[config.mk]
export PLATFORM = sky130hd
export DESIGN_NAME = pll_clock_and_dac_calibration
export DESIGN_NICKNAME = d
export VERILOG_FILES = /design/src/logic/pll_cal_pkg.sv /design/src/logic/cal_timer.sv /design/src/logic/pll_clock_and_dac_calibration.sv
export SDC_FILE = /design/constraint.sdc
export NUM_CORES = 1
export LEC_CHECK = 0
export ABC_AREA = 1
export BUFFER_PORTS_ARGS = -buffer_cell sky130_fd_sc_hd__buf_4
export CAP_MARGIN = 40
export CORE_MARGIN = 2
export CORE_UTILIZATION = 30
export CTS_CLUSTER_SIZE = 25
export DETAILED_ROUTE_END_ITERATION = 7
export GPL_TIMING_DRIVEN = 1
export SYNTH_ARGS = -nofsm -noshare
export SYNTH_HDL_FRONTEND = slang
export SYNTH_HIERARCHICAL = 1
export SYNTH_SLANG_ARGS = --single-unit
export TNS_END_PERCENT = 50
[constraint.sdc]
create_clock -name clock -period 9.3 [get_ports clock]
set_input_delay 1.395 -clock clock [delete_from_list [all_inputs] [get_ports clock]]
set_output_delay 1.395 -clock clock [all_outputs]
set_load 0.1 [all_outputs]
[src/logic/pll_cal_pkg.sv]
// Constants and types shared by the clock control and calibration block.
package pll_cal_pkg;
	// Word indices; the byte address is four times the index.
	localparam logic [5:0] IDX_FIRST = 6'h00;
	localparam logic [5:0] IDX_THIRD = 6'h02;
	localparam logic [5:0] IDX_FOURTH = 6'h03;
	localparam logic [5:0] IDX_LOCK = 6'h1B;
	localparam logic [5:0] IDX_IRQ_STATUS = 6'h1C;
	localparam logic [5:0] IDX_IRQ_ENABLE = 6'h1D;
	localparam logic [5:0] IDX_IRQ_CLEAR = 6'h1E;

	// Field positions.
	localparam int OSC_REQ_BIT = 24;
	localparam int PLL_EN_BIT = 18;
	localparam int DIV_LSB = 8;
	localparam int MANUAL_CP_BIT = 6;
	localparam int CP_LSB = 3;
	localparam int DAC_REQ_BIT = 24;
	localparam int SYNC_EN_BIT = 25;
	localparam int LOCK_BIT = 24;
	localparam int OSC_BUSY_BIT = 0;
	localparam int DAC_BUSY_BIT = 1;

	// Writable bits and reset images.
	localparam logic [31:0] FIRST_WMASK = 32'h0100_0000;
	localparam logic [31:0] THIRD_WMASK = 32'h0004_FF78;
	localparam logic [31:0] FOURTH_WMASK = 32'h0300_0000;
	localparam logic [31:0] FIRST_RESET = 32'h0000_0000;
	localparam logic [31:0] THIRD_RESET = 32'h0000_1918;
	localparam logic [31:0] FOURTH_RESET = 32'h0000_0000;

	// Interrupt status bit positions.
	localparam int EV_OSC_DONE = 0;
	localparam int EV_DAC_DONE = 1;
	localparam int EV_LOCK_GAIN = 2;
	localparam int EV_LOCK_LOSS = 3;

	// Timing, in system sample clock periods and sync input periods; charge-pump current step in microamps.
	localparam int DAC_CAL_CYCLES = 469632;
	localparam int OSC_CAL_CYCLES = 1000;
	localparam logic [3:0] SYNC_LAST_EDGE = 4'hF;
	localparam logic [9:0] CP_STEP_UA = 10'h07D;

	typedef struct packed {
		logic cyc;
		logic stb;
		logic we;
		logic [7:0] adr;
		logic [3:0] sel;
		logic [31:0] dat;
	} wb_req_t;

	typedef struct packed {
		logic ack;
		logic [31:0] dat;
	} wb_rsp_t;

	typedef enum logic [2:0] {
		DAC_IDLE = 3'b001,
		DAC_BASE = 3'b010,
		DAC_SYNC = 3'b100
	} dac_state_t;

	typedef struct packed {
		logic [19:0] count;
		logic busy;
		logic done;
	} timer_state_t;
endpackage : pll_cal_pkg

[src/logic/cal_timer.sv]
// Down counter that times one calibration run.
`timescale 1ns/10ps
`default_nettype none
module cal_timer (
	input wire logic clock,
	input wire logic arst_n,
	input wire logic start,
	input wire logic [19:0] load,
	output logic busy,
	output logic done
);
	import pll_cal_pkg::*;

	timer_state_t st_q;
	timer_state_t st_d;

	// Busy stays high for exactly load cycles; done pulses in the cycle after.
	always_comb
	begin
		st_d = st_q;
		st_d.done = 1'b0;
		if (start)
		begin
			st_d.count = load - 20'h00001;
			st_d.busy = 1'b1;
		end
		else if (st_q.busy)
		begin
			if (st_q.count == 20'h00000)
			begin
				st_d.busy = 1'b0;
				st_d.done = 1'b1;
			end
			else
			begin
				st_d.count = st_q.count - 20'h00001;
			end
		end
	end

	always_ff @(posedge clock or negedge arst_n)
	begin
		if (!arst_n)
			st_q <= '0;
		else
			st_q <= st_d;
	end

	assign busy = st_q.busy;
	assign done = st_q.done;
endmodule : cal_timer
`default_nettype wire

[src/logic/pll_clock_and_dac_calibration.sv]
// Sample clock source, PLL control, oscillator and converter calibration sequencing.
//
// Functional notes
// - Converter calibration lasts 469,632 system sample clock periods.
// - With multichip sync, calibration adds 16 sync input clock periods.
// - PLL enable selects PLL output, else reference drives system clock directly.
// - Oscillator calibration restarts only after its request is cleared and set again.
// - Oscillator calibration picks charge-pump current from the feedback divide value.
// - Feedback divide is eight bits at bits 15 to 8, usable 10 to 255.
// - Fixed divide-by-two in feedback: multiplication is twice the divide value.
// - Manual select bit set: programmed charge-pump code replaces automatic choice.
// - Charge-pump current is (code + 1) times 125 microamps.
// - Lock status bit reads one while the PLL in use is locked.
//
// Register access over Wishbone is this design's own decision.
`timescale 1ns/10ps
`default_nettype none
module pll_clock_and_dac_calibration #(
	parameter int DAC_CAL_CYCLES = pll_cal_pkg::DAC_CAL_CYCLES,
	parameter int OSC_CAL_CYCLES = pll_cal_pkg::OSC_CAL_CYCLES
) (
	input wire logic clock,
	input wire logic arst_n,
	input wire pll_cal_pkg::wb_req_t wb_req,
	output pll_cal_pkg::wb_rsp_t wb_rsp,
	input wire logic pll_lock_raw,
	input wire logic sync_clock_in,
	output logic clock_source_pll,
	output logic [8:0] pll_multiply_ratio,
	output logic [2:0] charge_pump_current_code,
	output logic [9:0] charge_pump_microamps,
	output logic oscillator_cal_active,
	output logic converter_cal_active,
	output logic irq
);
	import pll_cal_pkg::*;

	typedef struct packed {
		logic [31:0] first_reg;
		logic [31:0] third_reg;
		logic [31:0] fourth_reg;
		logic osc_req_prev;
		logic dac_req_prev;
		logic sync_prev;
		logic locked;
		logic [2:0] auto_cp;
		dac_state_t dac_fsm;
		logic [3:0] sync_cnt;
		logic [19:0] base_cnt;
		logic [3:0] irq_status;
		logic [3:0] irq_enable;
		logic ack;
		logic [31:0] rdata;
	} ctl_state_t;

	localparam ctl_state_t CTL_RESET = '{
		first_reg: FIRST_RESET,
		third_reg: THIRD_RESET,
		fourth_reg: FOURTH_RESET,
		osc_req_prev: 1'b0,
		dac_req_prev: 1'b0,
		sync_prev: 1'b0,
		locked: 1'b0,
		auto_cp: 3'h3,
		dac_fsm: DAC_IDLE,
		sync_cnt: 4'h0,
		base_cnt: 20'h00000,
		irq_status: 4'h0,
		irq_enable: 4'h0,
		ack: 1'b0,
		rdata: 32'h0000_0000
	};

	// Byte-lane merge of a bus write into a register image.
	function automatic logic [31:0] merge_bytes(input logic [31:0] old_val,
		input logic [31:0] new_val, input logic [3:0] sel, input logic [31:0] wmask);
		logic [31:0] lane;
		lane = {{8{sel[3]}}, {8{sel[2]}}, {8{sel[1]}}, {8{sel[0]}}} & wmask;
		return (old_val & ~lane) | (new_val & lane);
	endfunction : merge_bytes

	// Charge-pump code that calibration settles on for a feedback divide value.
	function automatic logic [2:0] cp_for_divide(input logic [7:0] n);
		if (n < 8'h10)
			return 3'h0;
		else if (n < 8'h18)
			return 3'h1;
		else if (n < 8'h24)
			return 3'h2;
		else if (n < 8'h2C)
			return 3'h3;
		else if (n < 8'h38)
			return 3'h4;
		else if (n < 8'h40)
			return 3'h5;
		else if (n < 8'h50)
			return 3'h6;
		else
			return 3'h7;
	endfunction : cp_for_divide

	ctl_state_t st_q;
	ctl_state_t st_d;

	logic take;
	logic [5:0] widx;
	logic [31:0] rd;
	logic [3:0] events;
	logic [3:0] clear_bits;
	logic pll_en;
	logic manual_cp;
	logic [7:0] fb_divide;
	logic [2:0] prog_cp;
	logic sync_en;
	logic osc_rise;
	logic dac_rise;
	logic sync_edge;
	logic osc_start;
	logic dac_start;
	logic osc_busy;
	logic osc_done;
	logic dac_busy;
	logic dac_done;

	assign pll_en = st_q.third_reg[PLL_EN_BIT];
	assign manual_cp = st_q.third_reg[MANUAL_CP_BIT];
	assign fb_divide = st_q.third_reg[DIV_LSB +: 8];
	assign prog_cp = st_q.third_reg[CP_LSB +: 3];
	assign sync_en = st_q.fourth_reg[SYNC_EN_BIT];

	// Bus decode sits outside the state process so read data never feeds back into it.
	assign take = wb_req.cyc & wb_req.stb & ~st_q.ack;
	assign widx = wb_req.adr[7:2];

	// Runs start only on a request edge, so a held request never restarts one.
	assign osc_rise = st_q.first_reg[OSC_REQ_BIT] & ~st_q.osc_req_prev;
	assign dac_rise = st_q.fourth_reg[DAC_REQ_BIT] & ~st_q.dac_req_prev;
	assign osc_start = osc_rise & ~osc_busy;
	assign dac_start = dac_rise & (st_q.dac_fsm == DAC_IDLE);
	assign sync_edge = sync_clock_in & ~st_q.sync_prev;

	cal_timer osc_timer (
		.clock(clock),
		.arst_n(arst_n),
		.start(osc_start),
		.load(20'(OSC_CAL_CYCLES)),
		.busy(osc_busy),
		.done(osc_done)
	);

	cal_timer dac_timer (
		.clock(clock),
		.arst_n(arst_n),
		.start(dac_start),
		.load(20'(DAC_CAL_CYCLES)),
		.busy(dac_busy),
		.done(dac_done)
	);

	always_comb
	begin
		case (widx)
			IDX_FIRST: rd = st_q.first_reg;
			IDX_THIRD: rd = st_q.third_reg;
			IDX_FOURTH: rd = st_q.fourth_reg;
			IDX_LOCK:
			begin
				rd = 32'h0000_0000;
				rd[LOCK_BIT] = st_q.locked;
				rd[OSC_BUSY_BIT] = osc_busy;
				rd[DAC_BUSY_BIT] = converter_cal_active;
			end
			IDX_IRQ_STATUS: rd = {28'h0000000, st_q.irq_status};
			IDX_IRQ_ENABLE: rd = {28'h0000000, st_q.irq_enable};
			default: rd = 32'h0000_0000;
		endcase
	end

	always_comb
	begin
		st_d = st_q;
		clear_bits = 4'h0;
		events = 4'h0;
		st_d.ack = take;
		if (take && !wb_req.we)
			st_d.rdata = rd;
		if (take && wb_req.we)
		begin
			case (widx)
				IDX_FIRST: st_d.first_reg = merge_bytes(st_q.first_reg, wb_req.dat,
					wb_req.sel, FIRST_WMASK);
				IDX_THIRD: st_d.third_reg = merge_bytes(st_q.third_reg, wb_req.dat,
					wb_req.sel, THIRD_WMASK);
				IDX_FOURTH: st_d.fourth_reg = merge_bytes(st_q.fourth_reg, wb_req.dat,
					wb_req.sel, FOURTH_WMASK);
				IDX_IRQ_ENABLE:
					if (wb_req.sel[0])
						st_d.irq_enable = wb_req.dat[3:0];
				IDX_IRQ_CLEAR:
					if (wb_req.sel[0])
						clear_bits = wb_req.dat[3:0];
				default: ;
			endcase
		end
		st_d.osc_req_prev = st_q.first_reg[OSC_REQ_BIT];
		st_d.dac_req_prev = st_q.fourth_reg[DAC_REQ_BIT];
		st_d.sync_prev = sync_clock_in;

		// Calibration latches the automatic current for the programmed divide value.
		if (osc_done)
		begin
			st_d.auto_cp = cp_for_divide(fb_divide);
			events[EV_OSC_DONE] = 1'b1;
		end

		unique case (st_q.dac_fsm)
			DAC_IDLE:
			begin
				st_d.base_cnt = 20'h00000;
				if (dac_start)
					st_d.dac_fsm = DAC_BASE;
			end
			DAC_BASE:
			begin
				st_d.base_cnt = st_q.base_cnt + 20'h00001;
				st_d.sync_cnt = 4'h0;
				if (dac_done)
				begin
					if (sync_en)
						st_d.dac_fsm = DAC_SYNC;
					else
					begin
						st_d.dac_fsm = DAC_IDLE;
						events[EV_DAC_DONE] = 1'b1;
					end
				end
			end
			DAC_SYNC:
			begin
				// The extra time is counted in sync input periods, one per rising edge.
				if (sync_edge)
				begin
					if (st_q.sync_cnt == SYNC_LAST_EDGE)
					begin
						st_d.dac_fsm = DAC_IDLE;
						events[EV_DAC_DONE] = 1'b1;
					end
					else
						st_d.sync_cnt = st_q.sync_cnt + 4'h1;
				end
			end
		endcase

		// Lock only means something while the PLL is the clock source.
		st_d.locked = pll_lock_raw & pll_en;
		events[EV_LOCK_GAIN] = st_d.locked & ~st_q.locked;
		events[EV_LOCK_LOSS] = ~st_d.locked & st_q.locked;

		// A new event wins over a clear in the same cycle.
		st_d.irq_status = (st_q.irq_status & ~clear_bits) | events;
	end

	always_ff @(posedge clock or negedge arst_n)
	begin
		if (!arst_n)
			st_q <= CTL_RESET;
		else
			st_q <= st_d;
	end

	assign wb_rsp.ack = st_q.ack;
	assign wb_rsp.dat = st_q.rdata;
	assign clock_source_pll = pll_en;
	assign pll_multiply_ratio = {fb_divide, 1'b0};
	assign charge_pump_current_code = manual_cp ? prog_cp : st_q.auto_cp;
	assign charge_pump_microamps = (10'(charge_pump_current_code) + 10'h001) * CP_STEP_UA;
	assign oscillator_cal_active = osc_busy;
	assign converter_cal_active = st_q.dac_fsm != DAC_IDLE;
	assign irq = |(st_q.irq_status & st_q.irq_enable);

	// Assertions compare the sequencing against the register image and the timers.
	a_clock_select: assert property (@(posedge clock) disable iff (!arst_n)
		clock_source_pll == st_q.third_reg[PLL_EN_BIT])
		else $error("clock source does not follow PLL enable");
	a_ratio_even: assert property (@(posedge clock) disable iff (!arst_n)
		pll_multiply_ratio == 9'(2 * st_q.third_reg[DIV_LSB +: 8]))
		else $error("multiplication ratio is not twice the divide value");
	a_cp_manual: assert property (@(posedge clock) disable iff (!arst_n)
		manual_cp |-> charge_pump_current_code == st_q.third_reg[CP_LSB +: 3])
		else $error("manual charge-pump code not applied");
	a_cp_auto_kept: assert property (@(posedge clock) disable iff (!arst_n)
		(!manual_cp && !osc_done) |=> (manual_cp || $stable(st_q.auto_cp)))
		else $error("automatic charge-pump code changed without calibration");
	a_cp_from_div: assert property (@(posedge clock) disable iff (!arst_n)
		osc_done |=> st_q.auto_cp == cp_for_divide($past(fb_divide)))
		else $error("calibrated charge-pump code does not match divide value");
	a_osc_edge_start: assert property (@(posedge clock) disable iff (!arst_n)
		$rose(osc_busy) |-> $past(osc_rise))
		else $error("oscillator calibration began without a request edge");
	a_dac_length: assert property (@(posedge clock) disable iff (!arst_n)
		(st_q.dac_fsm == DAC_BASE && dac_done) |-> st_q.base_cnt == 20'(DAC_CAL_CYCLES))
		else $error("converter calibration base length wrong");
	a_dac_timer_busy: assert property (@(posedge clock) disable iff (!arst_n)
		(st_q.dac_fsm == DAC_BASE && !dac_done) |-> dac_busy)
		else $error("converter timer idle during the base run");
	a_dac_idle_quiet: assert property (@(posedge clock) disable iff (!arst_n)
		(st_q.dac_fsm == DAC_IDLE && !dac_start) |=> st_q.dac_fsm == DAC_IDLE)
		else $error("converter calibration began without a request edge");
	a_sync_extra: assert property (@(posedge clock) disable iff (!arst_n)
		(st_q.dac_fsm == DAC_SYNC && st_d.dac_fsm == DAC_IDLE)
		|-> (sync_edge && st_q.sync_cnt == SYNC_LAST_EDGE))
		else $error("sync extension did not span sixteen sync periods");
	a_dac_no_restart: assert property (@(posedge clock) disable iff (!arst_n)
		(st_q.dac_fsm == DAC_BASE && !dac_done) |=> st_q.dac_fsm == DAC_BASE
		&& st_q.base_cnt == $past(st_q.base_cnt) + 20'h00001)
		else $error("converter calibration restarted or ended early");
	a_lock_gated: assert property (@(posedge clock) disable iff (!arst_n)
		st_q.locked |-> $past(pll_lock_raw) && $past(pll_en))
		else $error("lock reported without PLL in use and locked");
	a_irq_level: assert property (@(posedge clock) disable iff (!arst_n)
		irq == |(st_q.irq_status & st_q.irq_enable))
		else $error("interrupt output does not match enabled status");
	a_set_beats_clear: assert property (@(posedge clock) disable iff (!arst_n)
		(|events) |=> (st_q.irq_status & $past(events)) == $past(events))
		else $error("event lost against a status clear");

	c_osc_done: cover property (@(posedge clock) disable iff (!arst_n) osc_done);
	c_dac_sync: cover property (@(posedge clock) disable iff (!arst_n)
		st_q.dac_fsm == DAC_SYNC ##1 st_q.dac_fsm == DAC_IDLE);
	c_lock_read: cover property (@(posedge clock) disable iff (!arst_n)
		take && !wb_req.we && widx == IDX_LOCK && st_q.locked);
	c_dac_plain: cover property (@(posedge clock) disable iff (!arst_n)
		st_q.dac_fsm == DAC_BASE && dac_done && !sync_en);
	c_irq_raised: cover property (@(posedge clock) disable iff (!arst_n)
		$rose(irq));
endmodule : pll_clock_and_dac_calibration
`default_nettype wire

After elaboration in Yosys (flattened, before gate mapping)
Index checks and enable logic that the tools add are counted.
- bits in registers: 195
- input port bits: 51
- add/subtract/negate cells: 4
- bitwise operators: 33
- $lt $le $gt $ge: 7
- reductions and logical operators: 18
- multiply operators: 1
- equal/unequal tests: 18
- mux-type cells: 36
- operators with widths (kind ; count):
    one-hot mux 32 bit (6 select lines) ; 1
    AND 32 bit ; 3
    bitwise OR 32 bit ; 3
    two-way mux 22 bit ; 2
    two-way mux 21 bit ; 2
    logical NOT 20 bit ; 2
    two-way mux 20 bit ; 2
    subtractor 20 x 1 -> 20 bit, second input constant ; 2
    AND 32 x 19 -> 32 bit ; 1
    AND 32 x 25 -> 32 bit ; 1
    AND 32 x 26 -> 32 bit ; 1
    inverter 19 -> 32 bit ; 1
    inverter 25 -> 32 bit ; 1
    inverter 26 -> 32 bit ; 1
    two-way mux 3 bit ; 9
    equality test 6 x 5 -> 1 bit, second input constant ; 4
    < comparator 8 x 6 -> 1 bit, second input constant ; 3
    < comparator 8 x 5 -> 1 bit, second input constant ; 2
    < comparator 8 x 7 -> 1 bit, second input constant ; 2
    two-way mux 4 bit ; 4
    equality test 6 x 2 -> 1 bit, second input constant ; 2
    inequality test 2 bit, second input constant ; 6
    AND 1 bit ; 10
    multiplier 4 x 7 -> 10 bit, second input constant ; 1
    other kinds (26) ; 51

Depth between registers and ports, before layout
Gate-level depths: netlist of run 1.
- word-level depth: 8
- gate-level depth with buffers: 21
- gate-level depth less buffers: 21

Cells and area by module
Netlist of run 1, hierarchy kept.
- by module, submodules not included (module ; instances ; area an instance (um^2) ; sequential area each (um^2) ; cells an instance):
    cal_timer ; 2 ; 2070.7 ; 550.5 ; 351
    pll_clock_and_dac_calibration ; 1 ; 3384.5 ; 1436.4 ; 431

Worst setup path after synthesis of run 1
OpenSTA, ideal clock, no wires.
- path kind: register to output
- from: reg with a tool-made name
- to: out charge_pump_microamps[5]
- cell stages (with the launch flop): 11
- path buffers: 0
- data arrival time: 5.192 ns
- slack: 2.713 ns
- cells stage by stage: dfrtp_1 > inv_1 > nand2_1 > nand2_1 > ha_1 > ha_1 > inv_1 > fa_1 > inv_1 > fa_1 > xor2_1
- RTL lines (item ; RTL line ; source):
    end, declared ; pll_clock_and_dac_calibration.sv:31 ; output logic [9:0] charge_pump_microamps,

==> results.txt, run 1 <==
* Time the final worst path needs with I/O delays and setup: 5406 ps
- Final setup violation count: 0
* Top library cells by usage in the layout, fill and taps aside: 366 x nand2_1, 159 x conb_1, 134 x nor2_1
- Master cell of the clock root buffer: clkbuf_16
- Number of cell rows: 57
* Path type of the worst min-delay path: flip-flop to flip-flop
- STA classifies the critical path endpoint as an output pin.
* Setup repair after global routing missed its margin: false
- Post-placement setup slack: 4234 ps
* Fmax: 185.0 MHz
- The filler cells instantiated in the layout total 2588.
* Number of slew-limit violations in the final report: 0
- After clock tree synthesis, the clock-pin slew on the worst setup and hold paths is 80 ps.
- Crit path setup slack, layout: 3894 ps
- Counting the buffers created by CTS gives 9.
* Type of the worst setup path: flip-flop to output pin
- For this run, the total global-route usage over all layers was measured as 14.50%.
- During placement, the flow inserted port buffers numbering 78.
- The die covers 26370 um^2.
- Maximum number of pins on one net before global-route repair: 58
* Worst path arrival time: ~4000 ps
* Top-level I/O count: 110
- In the final routed layout, each cell accounts on average for 11.24 um.
- Chip height: roughly 160 um
* Via-per-instance ratio: around 4.3
- Transition time at the pin with the least slew margin: 742.8 ps
- Die X: 162.4 um
- Sum of overflow across all layers after global routing: 0
- Top area cells in the synthesized netlist: dfrtp_1 31%, nand2_1 18%, nand3_1 8.3%
* Crit share post-route: 58.13%
- Core Util, Final: 36.71%
- Synthesized instance count: 1133
* Type of origin of the critical path: flip-flop
* Final sum of negative setup slack: 0 ps
- TritonCTS Sinks: 101
- After the last flow step, the layout net total stands at between 1k and 1.5k.
* Number of nets with antenna violations after routing: 0
- Total Power: 1.572 mW
* Initial antenna violation count: 0
- Setup repair bufs after CTS: 0
- IR analysis of the VDD net gives a maximum drop of ~0.11 mV.
* Critical path peak fanout: 8
* Iteration-0 DRC count of the detailed router: 360
* DRC violations left: 0
- Slew headroom: between 50% and 60%
- The later pin in the worst-skew pair is clocked with a latency of ~350 ps.
* Relative area change from synthesis to final layout: 19.33%
- Across the routed clock network, the largest skew measured is 8.998 ps.
* Number of antenna repair diodes: 0
- First-pass detailed-route iteration total: 5
* TritonCTS clock tree: built
- Longest Clk Path Bufs: 2
* Final HPWL from detailed placement: approximately 14 mm
- The top cell type by area accounts for just over 30% of the synthesized area.
- Number of gates resized after cts: 0
- First-pass GRT wire length: 31.15 mm
- The run finished with clean final reports.
* Hold buffer count at CTS: 0
- After synthesis, the netlist uses 43 different library cells.
* Gp weighted congestion: 0.8142
- The biggest area contributor in the post-synthesis netlist is dfrtp_1.
* Maximum level of the CTS H-tree: 3
- Syn Std Cell Area: ~7500 um^2
* Hold Vio Cnt, Final: 0
- Starting density of the core: 30.77%
- Fraction of final layout cells sized beyond drive strength 1: 11.90%
* LEAKAGE: 4.795 nW
- Counting flops and latches in the post-synthesis netlist gives 101.
- Required time worst endpoint: 7910 ps
- Yosys printed 6 warnings.
* Mapped Avg Cell Area: 6.643 um^2
- Total power density per cell area: around 180 nW/um^2
- Seq/Total Area, Yosys: 33.72%
- Number of global-route vias before repair: 6465
* Leading cell type in the layout, fill and taps excluded: nand2_1
- The total area inside the core boundary comes to 24460 um^2.
- The routed layout has between 7k and 8k vias.
* Number of violations of the max-capacitance limit: 0
* Final wirelength: around 19 mm
==> final cells by class <==
type,instances,area (um^2),share of cell area [%]
repair buffers,82,615.6,6.854
clock buffers,9,225.2,2.508
flip-flops and latches,101,2537,28.25
inverters,138,523.0,5.823
clock inverters,7,58.81,0.6548
multi-input cells,991,4616,51.39
well taps,324,405.4,4.514
==> metal layers <==
| metal | share of wire [%] | vias up | track usage [%] |
|---|---|---|---|
| li1 | - | 3780 | - |
| met1 | 48 | 3110 | 20.01 |
| met2 | 46 | 162 | 24.20 |
| met3 | 4.6 | 16 | 1.324 |
| met4 | 1.2 | 0 | 4.344 |
| met5 | 0 | - | 0 |
==> path summary, 6_finish.rpt <==
kind / start / to / slack, ps / depth (start not counted)
setup / recovery: flip-flop / charge_pump_microamps[6] / 3890 / 21
hold / removal: flip-flop / st_q[73] / 460 / 0
setup reg to reg: st_q[65] / dac_timer/st_q[7] / 6900 / 10
hold reg to reg: flip-flop / st_q[73] / 460 / 0
max in group asynchronous: arst_n / osc_timer/st_q[3] / 7110 / 2
min in group asynchronous: arst_n / asynchronous set/reset pin / 1110 / 1
==> stage by stage <==
step	hold slack, ps	instance area [um^2]	instances
finish	455.3	8981	1652
detailed placement	439.3	8697	1636
global placement	430.6	8697	1636
global route	487.3	8981	1652
floorplan	387.2	8115	1290
CTS	457.9	8981	1652
==> cells in the mapped netlist (all sizes together) <==
| library cell | n |
|---|---|
| nand2 | 371 |
| nor2 | 149 |
| inv | 137 |
| nand3 | 129 |
| dfrtp | 93 |
| o21ai | 71 |
| buf | 56 |
| a21oi | 26 |
| nand4 | 20 |
| ha | 15 |
| dfstp | 8 |
| nor3 | 6 |
| o21bai | 6 |
| xor2 | 6 |
| a21o | 4 |
| and2 | 4 |
| clkbuf | 4 |
| nand3b | 4 |
| o22ai | 4 |
| xnor2 | 4 |
| fa | 3 |
| o211ai | 3 |
| o31ai | 3 |
| conb | 2 |
| or2 | 2 |
| clkinv | 1 |
| nor3b | 1 |
| o2111ai | 1 |
==> report_power, final <==
part | total [mW] | internal (mW) | leakage (nW) | switching, mW
registers | 0.530 | 0.481 | 1.21 | 0.0492
clock network | 0.368 | 0.186 | 0.138 | 0.182
logic | 0.674 | 0.193 | 3.44 | 0.481
==> worst max-delay path, stage by stage (launching register included) <==
cell	delay [ps]
dfrtp_1	430
inv_1	170
nand2_1	70
nand2_1	270
ha_1	230
inv_1	40
nand3_1	90
nand2_1	120
xor2_1	180
ha_1	320
inv_1	70
fa_1	500
inv_1	40
ha_1	310
a21oi_1	160
nand2_1	90
inv_1	60
nand2_1	60
nand3_1	80
nand2_1	60
inv_1	40
buf_4	280
==> kinds of logic after synthesis <==
family,after synthesis,share of synthesized area (%)
xor gates and xnor gates,10,1.164
and+or+nand+nor,686,39.57
adders and majority gates,18,3.292
DFF,101,33.72
other,2,0.09979
AOI/OAI and AO/OA,118,9.243
buffers and inverters,198,12.92
(Power assumes the default switching activity.)
==> run 2: changes to the inputs <==
--- a/config.mk
+++ b/config.mk
@@ -5,7 +5,7 @@
 export SDC_FILE = /design/constraint.sdc
 export NUM_CORES = 1
 export LEC_CHECK = 0
-export ABC_AREA = 1
+export ABC_AREA = 0
 export BUFFER_PORTS_ARGS = -buffer_cell sky130_fd_sc_hd__buf_4
 export CAP_MARGIN = 40
 export CORE_MARGIN = 2
==> constraint.sdc (replaced) <==
create_clock -name clock -period 5.3 [get_ports clock]
set_input_delay 0.795 -clock clock [delete_from_list [all_inputs] [get_ports clock]]
set_output_delay 0.795 -clock clock [all_outputs]
set_load 0.1 [all_outputs]
==> results.txt, run 2 <==
* Outcome: finished, final reports clean
- The path class of the tightest hold or removal check is flip-flop to flip-flop.
- The synthesized netlist devotes 20.80% of its cell area to simple gates.
- The worst setup path is captured at an output pin.
- Core Util, Final: 38.17%
- The first global-routing pass estimated 25.24 mm of wire.
- Total of flip-flops plus latches after synthesis: 101
* Time the final worst path needs with I/O delays and setup: 4772 ps
- Setup slack, reg-to-reg: 2420 ps
* Critical path peak fanout: 5
* Number of gates resized after cts: 0
- TritonCTS Sinks: 101
- The die is 151.0 um tall.
- Data on the critical path is required at its endpoint by 4510 ps.
- Standard cell core area: 21090 um^2
- Post-synthesis async set-or-reset flop share: 100.0%
* Crit path setup slack, layout: 528.4 ps
- The final max-slew violation count came to 0.
- After the first detailed-routing iteration, the DRC count stood at 258.
* Top area cells in the synthesized netlist: dfrtp_1 36%, buf_4 5.2%, xnor2_1 4.2%
- Of the cells placed in the final design, the portion with a size suffix greater than 1 is 20.43%.
* First-pass detailed-route iteration total: 4
* Dominant combinational cell family by area after synthesis: simple AND/OR/NAND/NOR gates
* Total power density per cell area: 246.3 nW/um^2
* Synthesized instance count: 708
* Cell depth of the worst min-delay path: 0
* Worst Reg-to-Reg Cells: 8
- Clock slew seen by the registers of the worst setup and hold paths: 70 ps
- In this run the count of I/O pins placed on the die edge is between 100 and 150.
- The count of buffers added on input and output ports is 78.
- Total clock buffers created by CTS: 9
* Maximum number of pins on one net before global-route repair: 60
* Number of nets with antenna violations after routing: 0
- Relative area change from synthesis to final layout: 24.14%
- Global routing used 13.68% of the available tracks.
- Gp weighted congestion: 0.8114
- Total number of nets in the final design: about 960
- Maximum level of the CTS H-tree: 3
* Yosys cell types: 64
- Mapped Avg Cell Area: 9.160 um^2
* Filler-free cell count of the finished design: 1166
- Type of origin of the critical path: flip-flop
* DRC violations left: 0
- Die X: about 150 um
- Top library cells by usage in the layout, fill and taps aside: 151 x conb_1, 92 x dfrtp_1, 82 x buf_4
* Number of violations of the max-capacitance limit: 0
- In this run the critical register-to-register path is launched from osc_timer/busy.
- The library cell used most frequently in the layout, excluding fill and tap cells, is conb_1.
* DR vias: between 5k and 6k
- In this run the tightest slew margin relative to its limit is 47.20%.
- The layout has 2142 filler cells.
- The die covers 22810 um^2.
- Hold Vio Cnt, Final: 0
* Fmax: 209.6 MHz
* Post-placement setup slack: 879.9 ps
- Layout Skew: 10.78 ps
- Final wirelength: 14.81 mm
- Dividing the detail-routed wire length by the instance count gives around 13 um.
- Across the VDD grid, the largest voltage drop is 0.1498 mV.
* Commonest cells in the synthesized netlist: 93 x dfrtp_1, 70 x nor2_1, 54 x nand2_1, 49 x o21ai_0, 45 x buf_4
* Hold Path Sink: st_q[74]
- Via-per-instance ratio: 4.549
- Longest Clk Path Bufs: 2
- Initial antenna violation count: 0
- Final sum of negative setup slack: 0 ps
- Multiplexer cells account for 4.785% of the synthesized area.
- LEAKAGE: 3.559 nW
- Fraction of synthesized cell area taken by the top area cell type: between 30% and 40%
- Power comes to 1.983 mW.
- Share of the synthesized netlist area taken by xor and xnor gates: 6.078%
- Share of the synthesized area in compound gates (AO/OA/AOI/OAI): 16.88%
- Number of global-route vias before repair: 5143
- Setup violations remaining at the end of the flow were counted as 0.
* Worst-Skew Late Latency: 350 ps
- Dominant cell type by area after synthesis: dfrtp_1
- The endpoint identified for the worst register-to-register timing path is osc_timer/st_q[16].
* Setup repair bufs after CTS: 0
- CTS placed an instance of clkbuf_16 at the clock tree root.
- Hold repair after CTS inserted 0 buffers.
- Dominant cell by count in the synthesized netlist: dfrtp_1
- The critical path is of the flip-flop to output pin type.
* Final hold slack: between 400 and 500 ps
- Detailed placement ended at an HPWL of 11.06 mm.
- Number of enable flip-flop cells after synthesis: 0
- The Yosys step of the flow raised 6 warnings.
- Summed area of non-filler cells in the final layout: approximately 8100 um^2
- Top flip-flop cell by instance count after synthesis: dfrtp_1
- Sum of overflow across all layers after global routing: 0
* Adder-cell share of the synthesized area: around 3.8%
* Number of antenna repair diodes: 0
- The initial utilization of the core area, before any placement, comes to a little under a third.
- Standard cell area after detailed placement: about 7700 um^2
* TritonCTS clock tree: built
- Transition time at the pin with the least slew margin: 791.9 ps
- Cell count after placement: roughly 1.2k
- Crit share post-route: 90.03%
- Setup repair after global routing left no endpoint under its margin.
* Number of cell rows: 53
- The synthesized netlist occupies a cell area of about 6500 um^2.
- Data arrives at the worst endpoint at 3980 ps.
- Seq/Total Area, Yosys: 39.13%
[run 2: cell types whose count changed after synthesis, moves of 14 or more]
cell,delta
xnor2_1,+27
inv_1,-102
nand2_1,-312
a21oi_1,+21
nand3_1,-110
a22o_1,+14
mux2_2,+24
nor2_1,-64
nor3_1,+17
nor4_1,+22
[run 2: where the power goes]
group	switching, mW	internal (mW)	total, mW
clock	0.328	0.336	0.664
combinational	0.301	0.137	0.438
sequential	0.0630	0.818	0.881
[run 2: metal layers]
| metal | part of all wire (%) | global-route usage (%) |
|---|---|---|
| met4 | 1.3 | 4.159 |
| met2 | 48 | 22.20 |
| met5 | 0 | 0 |
| met1 | 47 | 18.88 |
| met3 | 4.2 | 2.048 |
[run 2: logic make-up (layout without fill, tap and decap cells)]
kind of cell | count (synthesis) | count (layout)
xor gates and xnor gates | 45 | 45
muxes | 28 | 28
and+or+nand+nor | 249 | 249
AOI/OAI and AO/OA | 169 | 169
DFF | 101 | 101
buffers and inverters | 96 | 130
other | 2 | 151
adders and majority gates | 18 | 18
[run 2: final cells by class]
cell class / count / area, um^2 / share of cell area [%]
Clock buffer: 9 / 225.2 / 2.798
Clock inverter: 7 / 76.32 / 0.9481
Inverter: 31 / 120.1 / 1.492
Multi-Input combinational cell: 660 / 4115 / 51.12
Sequential cell: 101 / 2539 / 31.54
Tap cell: 275 / 344.1 / 4.274
Timing Repair Buffer: 83 / 630.6 / 7.833
[run 2: critical path: stages (launching register included)]
cell and delay (ps):
dfrtp_2 440, mux2i_1 540, inv_1 180, nand3_1 170
nand2_1 80, xnor2_1 250, ha_4 260, inv_2 50
fa_1 430, inv_2 80, ha_4 220, a221oi_4 300
xnor2_2 190, xnor2_4 140, buf_4 300
[run 2: how the worst max path moves through the flow]
stage / start / end / slack, ps / cells after the start
floorplan: flip-flop / charge_pump_microamps[6] / -320 / 11
global placement: flip-flop / charge_pump_microamps[6] / 900 / 14
detailed placement: flip-flop / charge_pump_microamps[6] / 880 / 14
CTS: flip-flop / charge_pump_microamps[6] / 480 / 14
global route: flip-flop / charge_pump_microamps[6] / 260 / 14
finish: flip-flop / charge_pump_microamps[6] / 530 / 14
==> run 3: changes to the inputs <==
--- a/config.mk
+++ b/config.mk
@@ -8,6 +8,7 @@
 export ABC_AREA = 0
 export BUFFER_PORTS_ARGS = -buffer_cell sky130_fd_sc_hd__buf_4
 export CAP_MARGIN = 40
+export CORE_ASPECT_RATIO = 1.2
 export CORE_MARGIN = 2
 export CORE_UTILIZATION = 30
 export CTS_CLUSTER_SIZE = 25
==> results.txt, run 3 (synthesized netlist as in run 2, its figures left out) <==
- STA puts the critical path data arrival time at 3930 ps.
- Setup repair after global routing missed its margin: false
* Post-placement setup slack: 925.4 ps
- Hold Vio Cnt, Final: 0
- Number of violations of the max-capacitance limit: 0
* Number of gates resized after cts: 0
- The first global-routing pass estimated 25.17 mm of wire.
- Fmax: 211.8 MHz
- In this run the critical register-to-register path is launched from osc_timer/busy.
- The post-route netlist has 20.60% of its cells at a drive strength greater than 1.
- The count of nets left with antenna violations once routing finished came out at 0.
- VDD sags by at most 0.1408 mV.
* Type of the worst setup path: flip-flop to output pin
- Slew headroom: 43.83%
* Buffers added on ports: just under 80
* Hold buffer count at CTS: 0
- Using the TritonRoute via totals, the vias-per-cell ratio works out to 4.537.
- TritonCTS Sinks: 101
- Measured along the y axis, the die boundary spans 165.1 um.
- Core Util, Final: 38.32%
- Top library cells by usage in the layout, fill and taps aside: 151 x conb_1, 92 x dfrtp_1, 83 x buf_4
* Longest Clk Path Bufs: 2
- Total clock buffers created by CTS: 9
- Crit share post-route: 89.09%
- The final max-slew violation count came to 0.
* Sum of overflow across all layers after global routing: 0
* Setup slack, reg-to-reg: 2290 ps
* Path type of the worst min-delay path: primary input to asynchronous set/reset pin
- The final layout contains routed wiring with a total length of ~15 mm.
* Final sum of negative setup slack: 0 ps
* DRC violations left: 0
* Destination of the worst register-to-register timing path: osc_timer/st_q[16]
* LEAKAGE: 3.584 nW
* Die Footprint: about 23000 um^2
- Worst-Skew Late Latency: 360 ps
- Across all layers, the routed design uses 5276 vias.
- Required time worst endpoint: 4510 ps
- Clock slew seen by the registers of the worst setup and hold paths: 80 ps
* Critical path peak fanout: 9
- Master cell of the clock root buffer: clkbuf_16
- Dividing the detail-routed wire length by the instance count gives 13.02 um.
* Total number of nets in the final design: 957
- Starting density of the core: 30.71%
- The die is 138.2 um wide.
- First-pass detailed-route iteration total: 4
* Worst Reg-to-Reg Cells: 8
- Leading cell type in the layout, fill and taps excluded: conb_1
- The number of antenna diodes in the final layout is 0.
- Layout fillers: 2111
- The core region is 21120 um^2.
- The design draws 2.039 mW.
* Crit end category: output pin
* Setup repair bufs after CTS: 0
- Gp weighted congestion: 0.7813
- Number of cell rows: 58
- Entering global routing, the biggest net connects 63 pins.
- Maximum level of the CTS H-tree: 3
- The flow ran to the end, and the final reports show no timing, DRC or antenna violations.
- On the final layout, the worst clock skew is 11.75 ps.
* Final HPWL from detailed placement: between 10 and 15 mm
- The detailed router finished its first iteration with 298 violations.
- Across every metal layer, demand over resource in global routing totals 13.62%.
- Type of origin of the critical path: flip-flop
- Crit path setup slack, layout: 578.5 ps
* Top-level I/O count: 110
- At the pin with the least slew margin, the transition time is approximately 830 ps.
- Final hold slack: just under 400 ps
* Relative area change from synthesis to final layout: 24.77%
- Total power density per cell area: approximately 250 nW/um^2
- Number of global-route vias before repair: roughly 5k
* TritonCTS clock tree: built
- Setup violations remaining at the end of the flow were counted as 0.
- For the finished layout, the period the worst path requires is around 4700 ps.
- The number of antenna violations at the first check in global routing came to 0.
## run 3: layout make-up
cell class                      instances  area, um^2  share of cell area [%]
Multi-Input combinational cell        660        4115                   50.86
Sequential cell                       101        2539                   31.37
Timing Repair Buffer                   85       665.6                   8.226
Tap cell                              270       337.8                   4.175
Clock buffer                           10       239.0                   2.953
Inverter                               31       120.1                   1.484
Clock inverter                          6       75.07                  0.9278
## run 3: routing by layer
| metal | part of all wire [%] | up-vias | routed length, um | GRT usage (%) |
|---|---|---|---|---|
| met5 | 0 | - | 0 | 0 |
| met4 | 1.4 | 0 | 215 | 4.917 |
| met3 | 3.1 | 13 | 472 | 2.134 |
| met2 | 51 | 96 | 7681 | 23.76 |
| met1 | 45 | 2450 | 6780 | 17.20 |
| li1 | - | 2717 | - | - |
## run 3: worst max path at each step
| stage | start | end | slack, ps | depth (start not counted) |
|---|---|---|---|---|
| finish | flip-flop | charge_pump_microamps[6] | 580 | 13 |
| global route | flip-flop | charge_pump_microamps[6] | 360 | 13 |
| CTS | flip-flop | charge_pump_microamps[6] | 530 | 13 |
| detailed placement | flip-flop | charge_pump_microamps[6] | 930 | 13 |
| global placement | flip-flop | charge_pump_microamps[6] | 950 | 13 |
| floorplan | flip-flop | charge_pump_microamps[6] | -320 | 11 |
## run 3: power breakdown
group | total [mW] | switching (mW) | leakage, nW | internal (mW)
Sequential | 0.884 | 0.0659 | 1.24 | 0.818
Combinational | 0.439 | 0.301 | 2.18 | 0.138
Clock | 0.715 | 0.326 | 0.157 | 0.389
Total | 2.04 | 0.693 | 3.58 | 1.35
## run 3: critical path: stages, from the launching register on
cell	delay, ps
dfrtp_2	430
mux2i_4	300
clkinvlp_4	280
ha_4	250
xnor2_1	350
ha_4	190
inv_2	30
fa_1	510
inv_2	50
ha_4	240
a221oi_4	310
xnor2_2	190
xnor2_4	140
buf_4	300
## run 3: stage by stage
stage	cell area [um^2]	instances
final	8092	1163
after global placement	7727	1144
after floorplan	7192	857
after CTS	8092	1163
after detailed placement	7777	1147
after global routing	8092	1163
